### src/logic/dis_pkg.sv
// constants for the interrupt status bank: offsets, masks, reset values
package dis_pkg;
    // register port widths
    localparam int ADDR_W = 12;
    localparam int DATA_W = 8;
    // lane count behind the serial link, a plain default
    localparam int LANE_COUNT = 4;
    // stages of every pin synchroniser
    localparam int SYNC_STAGES = 2;

    // enable register offsets
    localparam logic [11:0] OFS_ENABLE_ZERO = 12'h01F;
    localparam logic [11:0] OFS_ENABLE_ONE = 12'h020;
    localparam logic [11:0] OFS_ENABLE_TWO = 12'h021;
    // status register offsets
    localparam logic [11:0] OFS_STATUS_ZERO = 12'h023;
    localparam logic [11:0] OFS_STATUS_ONE = 12'h024;
    localparam logic [11:0] OFS_STATUS_TWO = 12'h025;
    // lane queue full and empty views
    localparam logic [11:0] OFS_LANE_FULL = 12'h30C;
    localparam logic [11:0] OFS_LANE_EMPTY = 12'h30D;

    // implemented bits of each status byte, the same for its enable byte
    localparam logic [7:0] MASK_ZERO = 8'h03;
    localparam logic [7:0] MASK_ONE = 8'hFB;
    localparam logic [7:0] MASK_TWO = 8'h98;
    localparam logic [23:0] MASK_ALL = {MASK_TWO, MASK_ONE, MASK_ZERO};

    // bit positions in the flat 24-bit status vector (byte*8 + bit)
    localparam int POS_RATE_QUEUE_ERROR = 0;
    localparam int POS_LANE_QUEUE_ERROR = 1;
    localparam int POS_I_CHANNEL_SEQ = 8;
    localparam int POS_Q_CHANNEL_SEQ = 9;
    localparam int POS_OVERFLOW = 11;
    localparam int POS_RX_DATA_READY = 12;
    localparam int POS_DELAY_BUFFER = 13;
    localparam int POS_LANE_QUEUE_LEVEL = 14;
    localparam int POS_BAD_LINK_PARAM = 15;
    localparam int POS_MULTIFRAME_LOCK = 19;
    localparam int POS_OSC_ALIGN_TRIP = 20;
    localparam int POS_POWER_THRESHOLD = 23;

    // values after reset, and the answer to an unmapped read
    localparam logic [23:0] RESET_ENABLES = 24'h000000;
    localparam logic [7:0] RESET_READ_DATA = 8'h00;
    localparam logic [7:0] UNMAPPED_READ = 8'h00;
endpackage

### src/logic/dis_status_cell.sv
// one status bit: live view, or rising-edge latch cleared by writing one
module dis_status_cell
(
    // clock and reset
    input wire logic clk_sys,
    input wire logic rstn,
    // condition and control
    input wire logic cond,
    input wire logic enable,
    input wire logic clear,
    // results
    output logic status,
    output logic latched
);
    logic condPrev;
    logic rise;
    logic next_latched;

    // edge seen only on the already synchronised condition
    assign rise = cond & ~condPrev;
    // a rise in the clearing cycle wins so no event is lost
    assign next_latched = enable & (rise | (latched & ~clear));
    // enable low shows the live condition, high shows the latch
    assign status = enable ? latched : cond;

    // edge history and latch
    always_ff @(posedge clk_sys or negedge rstn)
    begin
        if (!rstn)
        begin
            condPrev <= 1'b0;
            latched <= 1'b0;
        end
        else
        begin
            condPrev <= cond;
            latched <= next_latched;
        end
    end
endmodule

### src/logic/dis_status_bank.sv
// interrupt status and enable registers with the active-low interrupt line
// Function
// - enable low, the status bit shows the live condition.
// - enable high, a rising edge latches the bit and pulls the interrupt low.
// - writing one to a latched bit clears it.
// - lane queue error rises when any lane queue is full or empty while the link is enabled.
// - lane queue error holds until the link is disabled.
// - lane full states read at 0x30C, empty states at 0x30D.
// - lane queue error is bit 1 of the status byte before 0x024.
// - rate queue error is bit 0 of that byte, latching and clear-by-one.
// - bit 7 at 0x024 flags a bad link parameter.
// - bit 6 at 0x024 flags a lane queue empty or full.
// - bit 5 at 0x024 flags delay buffer empty or full.
// - bit 4 at 0x024 flags received data ready.
// - bit 3 at 0x024 flags a transmit datapath overflow.
// - bits 1 and 0 at 0x024 flag Q and I sequence check failures.
// - bit 0 at 0x024 uses its own I-channel enable.
// - bit 7 at 0x025 flags input power over the detection threshold.
// - bit 4 at 0x025 flags the oscillator alignment trip.
// - bit 3 at 0x025 flags multiframe alignment locked.
// - latch enables sit in separate read-write enable registers.
module dis_status_bank
    import dis_pkg::*;
(
    // clock and reset
    input wire logic clk_sys,
    input wire logic rstn,
    // register port
    input wire logic [ADDR_W-1:0] regAddr,
    input wire logic [DATA_W-1:0] regWrData,
    input wire logic regWrEn,
    input wire logic regRdEn,
    output logic [DATA_W-1:0] regRdData,
    // serial link state
    input wire logic linkEnable,
    input wire logic [LANE_COUNT-1:0] laneFull,
    input wire logic [LANE_COUNT-1:0] laneEmpty,
    // event conditions from the core
    input wire logic rateQueueError,
    input wire logic badLinkParameter,
    input wire logic delayBufferLevel,
    input wire logic rxDataReady,
    input wire logic datapathOverflow,
    input wire logic qChannelSequenceFail,
    input wire logic iChannelSequenceFail,
    input wire logic powerThresholdError,
    input wire logic oscillatorAlignTrip,
    input wire logic multiframeAlignLocked,
    // interrupt line
    output logic irqN
);
    localparam int PIN_W = 2 * LANE_COUNT + 11;

    logic [PIN_W-1:0] pinRaw;
    logic [PIN_W-1:0] syncFirst;
    logic [PIN_W-1:0] syncSecond;
    logic [LANE_COUNT-1:0] laneFullSync;
    logic [LANE_COUNT-1:0] laneEmptySync;
    logic linkEnableSync;
    logic anyLaneLevel;
    logic laneQueueError;
    logic next_laneQueueError;
    logic [23:0] condBits;
    logic [23:0] enableBits;
    logic [23:0] next_enableBits;
    logic [23:0] clearBits;
    logic [23:0] statusBits;
    logic [23:0] latchedBits;
    logic hitEnZero;
    logic hitEnOne;
    logic hitEnTwo;
    logic hitStZero;
    logic hitStOne;
    logic hitStTwo;
    logic hitLaneFull;
    logic hitLaneEmpty;
    logic [7:0] readMux;
    logic next_irqN;

    // every input from outside the clock domain, gathered for syncing
    assign pinRaw = {laneFull, laneEmpty, linkEnable, rateQueueError,
        badLinkParameter, delayBufferLevel, rxDataReady, datapathOverflow,
        qChannelSequenceFail, iChannelSequenceFail, powerThresholdError,
        oscillatorAlignTrip, multiframeAlignLocked};

    // two-flop synchroniser; only the second stage feeds logic
    always_ff @(posedge clk_sys or negedge rstn)
    begin
        if (!rstn)
        begin
            syncFirst <= '0;
            syncSecond <= '0;
        end
        else
        begin
            syncFirst <= pinRaw;
            syncSecond <= syncFirst;
        end
    end

    // unpack the synchronised inputs
    assign laneFullSync = syncSecond[PIN_W-1 -: LANE_COUNT];
    assign laneEmptySync = syncSecond[PIN_W-1-LANE_COUNT -: LANE_COUNT];
    assign linkEnableSync = syncSecond[10];

    // any lane queue at a limit is the live level condition
    assign anyLaneLevel = (|laneFullSync) | (|laneEmptySync);

    // the error sticks while the link runs; only a link drop removes it,
    // so a write-one clear alone will not make it go away if enable is low
    assign next_laneQueueError = linkEnableSync
        & (laneQueueError | anyLaneLevel);

    // sticky lane queue error
    always_ff @(posedge clk_sys or negedge rstn)
    begin
        if (!rstn)
        begin
            laneQueueError <= 1'b0;
        end
        else
        begin
            laneQueueError <= next_laneQueueError;
        end
    end

    // live conditions placed at their status positions
    always_comb
    begin
        condBits = '0;
        condBits[POS_RATE_QUEUE_ERROR] = syncSecond[9];
        condBits[POS_LANE_QUEUE_ERROR] = laneQueueError;
        condBits[POS_BAD_LINK_PARAM] = syncSecond[8];
        condBits[POS_LANE_QUEUE_LEVEL] = anyLaneLevel;
        condBits[POS_DELAY_BUFFER] = syncSecond[7];
        condBits[POS_RX_DATA_READY] = syncSecond[6];
        condBits[POS_OVERFLOW] = syncSecond[5];
        condBits[POS_Q_CHANNEL_SEQ] = syncSecond[4];
        condBits[POS_I_CHANNEL_SEQ] = syncSecond[3];
        condBits[POS_POWER_THRESHOLD] = syncSecond[2];
        condBits[POS_OSC_ALIGN_TRIP] = syncSecond[1];
        condBits[POS_MULTIFRAME_LOCK] = syncSecond[0];
    end

    // address decode
    assign hitEnZero = regAddr == OFS_ENABLE_ZERO;
    assign hitEnOne = regAddr == OFS_ENABLE_ONE;
    assign hitEnTwo = regAddr == OFS_ENABLE_TWO;
    assign hitStZero = regAddr == OFS_STATUS_ZERO;
    assign hitStOne = regAddr == OFS_STATUS_ONE;
    assign hitStTwo = regAddr == OFS_STATUS_TWO;
    assign hitLaneFull = regAddr == OFS_LANE_FULL;
    assign hitLaneEmpty = regAddr == OFS_LANE_EMPTY;

    // enable writes; reserved bits are masked so they read back zero
    always_comb
    begin
        next_enableBits = enableBits;
        if (regWrEn && hitEnZero)
        begin
            next_enableBits[7:0] = regWrData & MASK_ZERO;
        end
        if (regWrEn && hitEnOne)
        begin
            next_enableBits[15:8] = regWrData & MASK_ONE;
        end
        if (regWrEn && hitEnTwo)
        begin
            next_enableBits[23:16] = regWrData & MASK_TWO;
        end
    end

    // enable register storage
    always_ff @(posedge clk_sys or negedge rstn)
    begin
        if (!rstn)
        begin
            enableBits <= RESET_ENABLES;
        end
        else
        begin
            enableBits <= next_enableBits;
        end
    end

    // write-one-to-clear pulses, one cycle, per status byte
    assign clearBits = {
        (regWrEn && hitStTwo) ? regWrData : 8'h00,
        (regWrEn && hitStOne) ? regWrData : 8'h00,
        (regWrEn && hitStZero) ? regWrData : 8'h00} & MASK_ALL;

    // one cell per implemented bit, each with its own enable
    genvar gi;
    generate
        for (gi = 0; gi < 24; gi++)
        begin : g_bit
            if (MASK_ALL[gi])
            begin : g_cell
                dis_status_cell u_cell
                (
                    .clk_sys(clk_sys),
                    .rstn(rstn),
                    .cond(condBits[gi]),
                    .enable(enableBits[gi]),
                    .clear(clearBits[gi]),
                    .status(statusBits[gi]),
                    .latched(latchedBits[gi])
                );
            end
            else
            begin : g_none
                // reserved positions read zero and never interrupt
                assign statusBits[gi] = 1'b0;
                assign latchedBits[gi] = 1'b0;
            end
        end
    endgenerate

    // line held low while anything is latched
    assign next_irqN = ~(|latchedBits);

    // registered interrupt line, high out of reset
    always_ff @(posedge clk_sys or negedge rstn)
    begin
        if (!rstn)
        begin
            irqN <= 1'b1;
        end
        else
        begin
            irqN <= next_irqN;
        end
    end

    // read selection; unmapped addresses answer zero
    assign readMux =
        hitEnZero ? enableBits[7:0] :
        hitEnOne ? enableBits[15:8] :
        hitEnTwo ? enableBits[23:16] :
        hitStZero ? statusBits[7:0] :
        hitStOne ? statusBits[15:8] :
        hitStTwo ? statusBits[23:16] :
        hitLaneFull ? {{(8-LANE_COUNT){1'b0}}, laneFullSync} :
        hitLaneEmpty ? {{(8-LANE_COUNT){1'b0}}, laneEmptySync} :
        UNMAPPED_READ;

    // read data captured on the clock edge that samples the read strobe, then held
    always_ff @(posedge clk_sys or negedge rstn)
    begin
        if (!rstn)
        begin
            regRdData <= RESET_READ_DATA;
        end
        else if (regRdEn)
        begin
            regRdData <= readMux;
        end
    end
endmodule

### config.mk
export PLATFORM = sky130hd
export DESIGN_NAME = dis_status_bank
export DESIGN_NICKNAME = d
export VERILOG_FILES = /design/src/logic/dis_pkg.sv /design/src/logic/dis_status_cell.sv /design/src/logic/dis_status_bank.sv
export SDC_FILE = /design/constraint.sdc
export NUM_CORES = 1
export LEC_CHECK = 0
export BUFFER_PORTS_ARGS = -buffer_cell sky130_fd_sc_hd__buf_2
export CAP_MARGIN = 20
export CORE_MARGIN = 8
export CORE_UTILIZATION = 50
export CTS_CLUSTER_SIZE = 12
export DETAILED_ROUTE_END_ITERATION = 10
export GPL_TIMING_DRIVEN = 0
export PLACE_DENSITY = 0.75
export SLEW_MARGIN = 5
export SYNTH_ARGS = -nofsm -noshare
export SYNTH_HDL_FRONTEND = slang
export SYNTH_SLANG_ARGS = --single-unit
### constraint.sdc
create_clock -name clk_sys -period 1.52 [get_ports clk_sys]
set_clock_uncertainty 0.2 [all_clocks]
set_input_delay 0.38 -clock clk_sys [delete_from_list [all_inputs] [get_ports clk_sys]]
set_output_delay 0.38 -clock clk_sys [all_outputs]
set_load 0.02 [all_outputs]
[Word-level counts from Yosys, hierarchy flattened]
Cells that the tools add are included.
Operators by class
  add/subtract/negate cells: 0
  multiply operators: 0
  div/mod/pow operators: 0
  order comparisons: 0
  equality and inequality tests: 8
  shift-type cells: 0
  mux-type cells: 23
  bitwise gates (word level): 76
  reductions and logical operators: 9
Operators with widths (number)
  $mux 8: 8
  $eq 12x6->1 const B: 5
  $and 1x1->1: 37
  $not 1->1: 25
  $eq 12x10->1 const B: 2
  $or 1x1->1: 14
  $eq 12x5->1 const B: 1
  $mux 1: 12
  $reduce_or 12->1: 1
  $mux 4: 2
  $reduce_or 4->1: 2
  $logic_and 1x1->1: 6
  $mux 2: 1
Word-level totals
  bits in registers: 84
  latch bits: 0
  RAM bits: 0
  ROM bits: 0
  output and inout port bits: 9
  memories: 0

[Depth between registers and ports, before layout]
Gate-level depths: netlist (run 1).
  depth after elaboration: 9
  gate-level depth with buffers: 6
  mapped depth without buffers: 5

[Cells and area by module]
From an unflattened synthesis (run 1), not the netlist that was laid out.
Second synthesis, totals
  cell total of the unflattened synthesis: 260
  area, all modules: 3417.0 sq um
Modules (own cells, without submodules)
  dis_status_bank: times used 1, cells each 188, area each 2351.0 sq um
  dis_status_cell: times used 12, cells each 6, area each 88.8 sq um

[Worst setup path before layout (run 1)]
Ideal clock, no wire load.
  path type: input to register
  from: in regAddr[4]
  to: reg regRdData[1]
  library setup time: 0.094 ns
  data arrival time: 2.011 ns
  required time: 1.226 ns
  path slack: -0.785 ns
  cell stages on the path: 6
  path through: or4b_4 > buf_6 > or4_4 > o22ai_1 > a2111oi_1 > a211oi_1
On the way
  cells in the longest elaborated chain, start to end: 9
RTL lines
  from (decl): RTL line dis_status_bank.sv:29  | input wire logic [ADDR_W-1:0] regAddr,
  $eq 12x10->1: RTL line dis_status_bank.sv:153  | assign hitLaneEmpty = regAddr == OFS_LANE_EMPTY;
  $mux 4: RTL line dis_status_bank.sv:244  | hitLaneEmpty ? {{(8-LANE_COUNT){1'b0}}, laneEmptySync} :
  $mux 4: RTL line dis_status_bank.sv:243  | hitLaneFull ? {{(8-LANE_COUNT){1'b0}}, laneFullSync} :
  $mux 8: RTL line dis_status_bank.sv:242  | hitStTwo ? statusBits[23:16] :
  $mux 8: RTL line dis_status_bank.sv:241  | hitStOne ? statusBits[15:8] :
  $mux 8: RTL line dis_status_bank.sv:240  | hitStZero ? statusBits[7:0] :
  $mux 8: RTL line dis_status_bank.sv:239  | hitEnTwo ? enableBits[23:16] :
  $mux 8: RTL line dis_status_bank.sv:238  | hitEnOne ? enableBits[15:8] :
  $mux 8 (*): RTL line dis_status_bank.sv:237  | hitEnZero ? enableBits[7:0] :
  to (signal assigned): RTL line dis_status_bank.sv:256  | regRdData <= readMux;
  to (decl): RTL line dis_status_bank.sv:33  | output logic [DATA_W-1:0] regRdData,
Mark *: on every way between the ends. The rest lies on a longest branch, timed or not.
A chain may end at the register's enable or synchronous reset.

[Worst setup path in the final report (run 1)]
  from: in regAddr[8]
  to: reg g_bit[15].g_cell.u_cell.latched
On the way
  cells in the longest elaborated chain, start to end: 7
RTL lines
  $eq 12x6->1: RTL line dis_status_bank.sv:150  | assign hitStOne = regAddr == OFS_STATUS_ONE;
  $logic_and 1x1->1: RTL line dis_status_bank.sv:189  | (regWrEn && hitStOne) ? regWrData : 8'h00,
  $mux 8: RTL line dis_status_bank.sv:189
  $not 1->1: RTL line dis_status_cell.sv:22  | assign next_latched = enable & (rise | (latched & ~clear));
  $and 1x1->1: RTL line dis_status_cell.sv:22
  $or 1x1->1: RTL line dis_status_cell.sv:22
  $and 1x1->1: RTL line dis_status_cell.sv:22
  net g_bit[15].g_cell.u_cell.next_latched: RTL line dis_status_cell.sv:17  | logic next_latched;
  to (signal assigned): RTL line dis_status_cell.sv:37  | latched <= next_latched;
  to (decl): RTL line dis_status_cell.sv:13  | output logic latched
The timed path passes the listed nets, and every way through them passes these cells.

==> results of run 1 <==
## worst paths after layout
kind	end	slack [ps]	depth (start not counted)	start
max	g_bit[15].g_cell.u_cell.latched	-570	7	regAddr[8]
min	enableBits[14]	90	2	regWrData[6]
max reg2reg	regRdData[0]	-310	4	enableBits[8]
min reg2reg	syncSecond[2]	150	0	syncFirst[2]
max in group asynchronous	g_bit[13].g_cell.u_cell.condPrev	250	3	rstn
min in group asynchronous	g_bit[20].g_cell.u_cell.condPrev	290	2	rstn
## where the power goes
part           total [mW]  internal, mW  switching, mW
registers            2.34          2.31         0.0324
logic               0.335         0.156          0.179
clock network        1.65         0.851          0.796
## flip-flops by register name, indices dropped and copies added (netlist names)
name / flops
irqN: 1
enableBits: 12
g_bit.g_cell.u_cell.condPrev: 12
laneQueueError: 1
syncSecond: 19
regRdData: 8
g_bit.g_cell.u_cell.latched: 12
syncFirst: 19
## area by class of cell
cell class / count / area [µm²]
flip-flops and latches: 84 / 2100
fillers: 410 / 1860
multi-input cells: 157 / 1280
repair buffers: 91 / 744
clock buffers: 11 / 151
well taps: 77 / 96.3
clock inverters: 5 / 60.1
plain buffers: 5 / 32.5
inverters: 5 / 18.8
## cell usage after synthesis, types with 2 or more instances
master / count
nor4_1: 9
o22ai_1: 2
nor2b_1: 17
o211ai_1: 2
a21oi_1: 10
o21ai_0: 12
nand3_1: 2
nand4_1: 3
mux2_2: 13
mux2i_1: 12
nand4b_1: 2
a21boi_0: 4
buf_2: 3
nor2_1: 7
or3_1: 3
and3_1: 4
nor3_1: 7
o21a_1: 9
a21boi_1: 4
clkbuf_1: 2
inv_1: 5
nand2_1: 11
a211oi_1: 4
dfrtp_1: 83
## metal layers
| metal | vias to the layer above | GRT usage | routed length (µm) |
|---|---|---|---|
| li1 | 1123 | - | - |
| met1 | 1199 | 0.206 | 3350 |
| met2 | 105 | 0.267 | 3930 |
| met3 | 20 | 0.0597 | 588 |
| met4 | 0 | 0.0840 | 204 |
| met5 | - | 0 | 0 |
## per-stage QoR
stage	util	TNS [ps]	total power, mW	instance area [µm²]	std cells
global route	0.707	-15120	4.49	4490	435
global placement	0.575	-89680	2.62	3650	378
detailed placement	0.580	-29740	2.63	3680	379
finish	0.707	-14410	4.32	4490	435
floorplan	-	-19170	2.48	3310	253
CTS	0.685	-14210	4.35	4350	426
## cells by family (layout without fill, tap and decap cells)
| kind of cell | count (synthesis) | in the layout | synth area share |
|---|---|---|---|
| flops | 84 | 84 | 0.643 |
| simple gates | 78 | 78 | 0.150 |
| compound gates | 54 | 54 | 0.109 |
| mux | 25 | 25 | 0.0814 |
| buf+inv | 12 | 117 | 0.0172 |
## timing repair
item | CTS | global route
endpoints found under the hold margin | 45 | 0
resized for setup | 37 | 23
pin swaps | 19 | 22
buffers inserted | 13 | 13
hold buffers | 20 | 0
endpoints found under the setup margin | 33 | 37
## cells in the final DEF, fill, tap and decap left out, types with 3 or more instances in the layout
| cell type | count |
|---|---|
| mux2i_1 | 12 |
| a21oi_1 | 6 |
| o21a_1 | 9 |
| buf_2 | 41 |
| inv_1 | 5 |
| nor4_4 | 3 |
| nand4_1 | 3 |
| dlygate4sd3_1 | 20 |
| nor2_1 | 6 |
| o21ai_0 | 9 |
| a21boi_2 | 5 |
| nor4_1 | 6 |
| clkbuf_8 | 12 |
| nor2b_1 | 17 |
| buf_6 | 15 |
| nor3_1 | 4 |
| a211oi_1 | 4 |
| o21ai_1 | 3 |
| and3_1 | 4 |
| a21oi_2 | 4 |
| buf_4 | 13 |
| nand2_1 | 9 |
| dfrtp_1 | 83 |
| mux2_2 | 12 |
## worst max-delay path: stages
cell and delay, ps:
buf_6 100, or4_4 590, or4_4 550, nor2_4 160, buf_6 140, a21boi_2 60
o21a_1 160
==> reports/metrics.cfg, run 1 <==
[global_route]
antenna_found_initial = 0
grt_usage = 0.171
grt-ovfl-total = 0
grt_pass1_vias = 2546
grt_max_degree = 58
grt_pass1_wl_um = 12900

[floorplan]
core_um2 = 6350
die_w_um = 96.9
initial_core_util = 0.515
io_pins = 52
die-height_um = 96.9
dieArea_um2 = 9390
rows = 29

[flow_run]
drv_cap = 0

[synth]
synth_area_leaders = dfrtp_1 63%, mux2_2 4.5%, mux2i_1 3.7%
ys_warn_count = 0
yosysTopAreaCell = dfrtp_1
syn_area_per_cell_um2 = 12.9
ys_types = 47
yosys_register_bits = 84
yosysSeqAreaShare = 0.643
synth_fp_nets = 296
yosysTopAreaCellShare = 0.635
synth_edf_count = 0
synth_flop_cell = dfrtp_1
async_flop_share = 1.00
syn_area_um2 = 3270
syn_inst = 253

[power]
ir_worst_vdd_mv = 0.564
power.density_nw_per_um2 = 962
cellLeakagePower_nw = 2.03

[placement]
pre_cts_slack_ps = -1040
numPortBuffers = 48
dp_hpwl_um = 4900
globalplace.congestion = 0.891

[status]
violations = DRC, setup timing
status = complete, but fails checks

[clock_tree]
cts_sinks = 84
cts_buffers = 9
root_buffer = clkbuf_8
cts_tree = built
cts_max_level = 3
insertion_delay_ps = 350
cts.clk_slew.worst_paths_ps = 80
clockBufferDepth = 2

[sta]
fmax_mhz = 479
hold_slack_ps = 90.7
relSlewSlack = 0.714
tightest_slew_ps = 429
post-route-period-util = 1.37
hold_viol_final = 0
setup_slack_ps = -568
rsz0062_at_grt = yes
setup_violations = 32
period_minus_slack_ps = 2090
finalMaxSlewViolations = 0

[detailed_routing]
drt_iter0_markers = 254
drt_wl_total_um = 8070
first_pass_iters = 7
vias = 2447
antenna_left = 0
drc = 2
wl_per_cell_um = 18.6
avgViaCountPerCell = 5.63

[cells_and_area]
drive_above_1_share = 0.385
syn_to_final_growth_pct = 37.2
diodes = 0
nNetsFinal = 396

[worst_setup_path]
arrival_ps = 2140
crit_path_end_kind = flop
criticalPathCategory = in -> reg
critPathMaxFanout = 5
cp.required_ps = 1570
start_kind = input port

[hold_path]
worstHoldPathType = in -> reg

Note: power is estimated with default switching activity, not from simulation.
==> run 2: changes to the inputs <==
Settings changed: BUFFER_PORTS_ARGS -buffer_cell sky130_fd_sc_hd__buf_2 to -buffer_cell sky130_fd_sc_hd__buf_4, TNS_END_PERCENT set to 100.
==> run 2 against run 1 <==
Against the previous run: the flow finishes with violations (setup timing); non-clock buffer count unchanged; maximum frequency decreased by 1.1%; register-to-register slack better by 40 ps; global-route usage is 0.77 points lower; setup slack got worse by 23 ps; sequential cell count unchanged; sequential power is essentially flat; clock power hardly changed; critical endpoint is now g_bit[14].g_cell.u_cell.latched; largest cell class unchanged; highest routed layer unchanged.
==> reports/metrics.cfg, run 2 (synthesized netlist as in run 1, its figures left out) <==
[global_route]
antenna_found_initial = 0
grt_max_degree = 85
grt_pass1_wl_um = 12500
grt-ovfl-total = 0
grt_pass1_vias = 2433
grt_usage = 0.164

[detailed_routing]
drt_wl_total_um = 8390
drt_iter0_markers = 168
drc = 0
avgViaCountPerCell = 5.77
wl_per_cell_um = 19.3
first_pass_iters = 6
antenna_left = 0
vias = 2509

[cells_and_area]
finalInstanceArea_um2 = 4640
mostFrequentLayoutCells = 83 x dfrtp_1, 55 x buf_4, 20 x dlygate4sd3_1
syn_to_final_growth_pct = 41.9
multi_input_comb_area_um2 = 1360
num-fill-cells = 403
reg_top3 = syncFirst (19), syncSecond (19)
nNetsFinal = 396
fin_cells = 435
seq_area_um2 = 2100
drive_above_1_share = 0.397
layout_commonest_cell = dfrtp_1
diodes = 0

[power]
switching_share = 0.232
ir_worst_vdd_mv = 0.603
power.net_switching_mw = 1.01
cellLeakagePower_nw = 2.07
internal-power_mw = 3.34
seq_power_share = 0.538
clockPowerShare = 0.376
power_mw = 4.35
combPwrFrac = 0.086
power.density_nw_per_um2 = 937

[worst_setup_path]
cp-endpoint = g_bit[14].g_cell.u_cell.latched
arrival_ps = 2160
cp_slowest_stage_delay_ps = 580
ff2ff_path_depth = 4
r2r-start = enableBits[8]
critPathMaxFanout = 4
startpoint = regAddr[6]
cpMaxStageDelayCell = or4b_4
r2r_end = regRdData[0]
start_kind = input port
cp.required_ps = 1570
crit_path_end_kind = flop
reg2reg_slack_ps = -270
criticalPathCategory = in -> reg
cp_cell_sequence = buf_8, or4b_4, or4_4, nor2_4, buf_12, a21boi_2, o21a_1

[sta]
tightest_slew_ps = 502
fmax_mhz = 474
relSlewSlack = 0.665
setup_violations = 33
finalMaxSlewViolations = 0
hold_viol_final = 0
rsz0062_at_grt = yes
period_minus_slack_ps = 2110
setup_slack_ps = -591
post-route-period-util = 1.39

[clock_tree]
root_buffer = clkbuf_8
cts.clk_slew.worst_paths_ps = 80
insertion_delay_ps = 360
clockBufferDepth = 2
cts_max_level = 3
cts_buffers = 9
cts_sinks = 84
cts_tree = built

[floorplan]
dieArea_um2 = 9390
die_w_um = 96.9
initial_core_util = 0.515
io_pins = 52
die-height_um = 96.9
core_um2 = 6350
rows = 29

[placement]
numPortBuffers = 48
dp_cells = 378
globalplace.congestion = 0.898
pre_cts_slack_ps = -1060
dp_hpwl_um = 4910
placed_area_um2 = 3770

[hold_path]
min_path_cells = 2
worstHoldPathType = in -> reg

[status]
status = complete, but fails checks
violations = setup timing

[flow_run]
drv_cap = 0

==> run 2: changes by cell type in the layout (fill, tap and decap cells not counted), sizes merged <==
cell      delta
inv          +1
clkinvlp     +1
clkinv       -2
==> run 2: worst max-delay path, delay by kind of cell <==
kind | cells | cell delay [ps]
AO/OA/AOI/OAI | 2 | 220
AND/OR/NAND/NOR | 3 | 1310
buffers and inverters | 2 | 230
==> run 2: layer usage <==
| layer | wire (µm) | vias to the layer above | global-route usage |
|---|---|---|---|
| li1 | - | 1121 | - |
| met1 | 3420 | 1243 | 0.213 |
| met2 | 4130 | 120 | 0.251 |
| met3 | 598 | 25 | 0.0391 |
| met4 | 235 | 0 | 0.0757 |
| met5 | 0 | - | 0 |
==> run 2: final cells by class <==
type,count,area share
timing repair buffer,91,0.177
multi-input combinational,157,0.293
inverter,5,0.00404
sequential,84,0.453
buffer,5,0.00701
tap,77,0.0207
clock inverter,5,0.0127
clock buffer,11,0.0326
==> run 2: what timing repair did <==
action	in CTS	in global routing
endpoints found under the hold margin	19	22
pin swaps	12	20
buffers inserted	10	12
endpoints found under the setup margin	33	36
hold buffers	19	1
gates resized for setup	21	38
==> run 2: worst min-delay path by stage <==
stage | startpoint | end | slack (ps)
4_1_cts | rstn | enableBits[20] | 30
6_report | regWrData[5] | enableBits[13] | 80
3_3_place_gp | syncFirst[0] | syncSecond[0] | 130
3_5_place_dp | syncFirst[7] | syncSecond[7] | 130
2_1_floorplan | rstn | enableBits[0] | -120
5_1_grt | regWrData[5] | enableBits[13] | 70
==> run 2: metrics by stage <==
stage	hold WS, ps	setup TNS (ps)	util
6_report	78.9	-14860	0.731
3_5_place_dp	135	-29950	0.594
2_1_floorplan	-116	-19170	-
4_1_cts	34.6	-13800	0.681
3_3_place_gp	131	-29890	0.594
5_1_grt	65.9	-15050	0.731
==> run 2: power by group through the flow <==
stage | clock, mW | sequential [mW] | combinational [mW]
after floorplan | 0 | 2.38 | 0.0995
final | 1.64 | 2.34 | 0.374
after global routing | 1.77 | 2.35 | 0.402
after global placement | 0 | 2.38 | 0.267
after CTS | 1.67 | 2.34 | 0.323
after detailed placement | 0 | 2.38 | 0.273
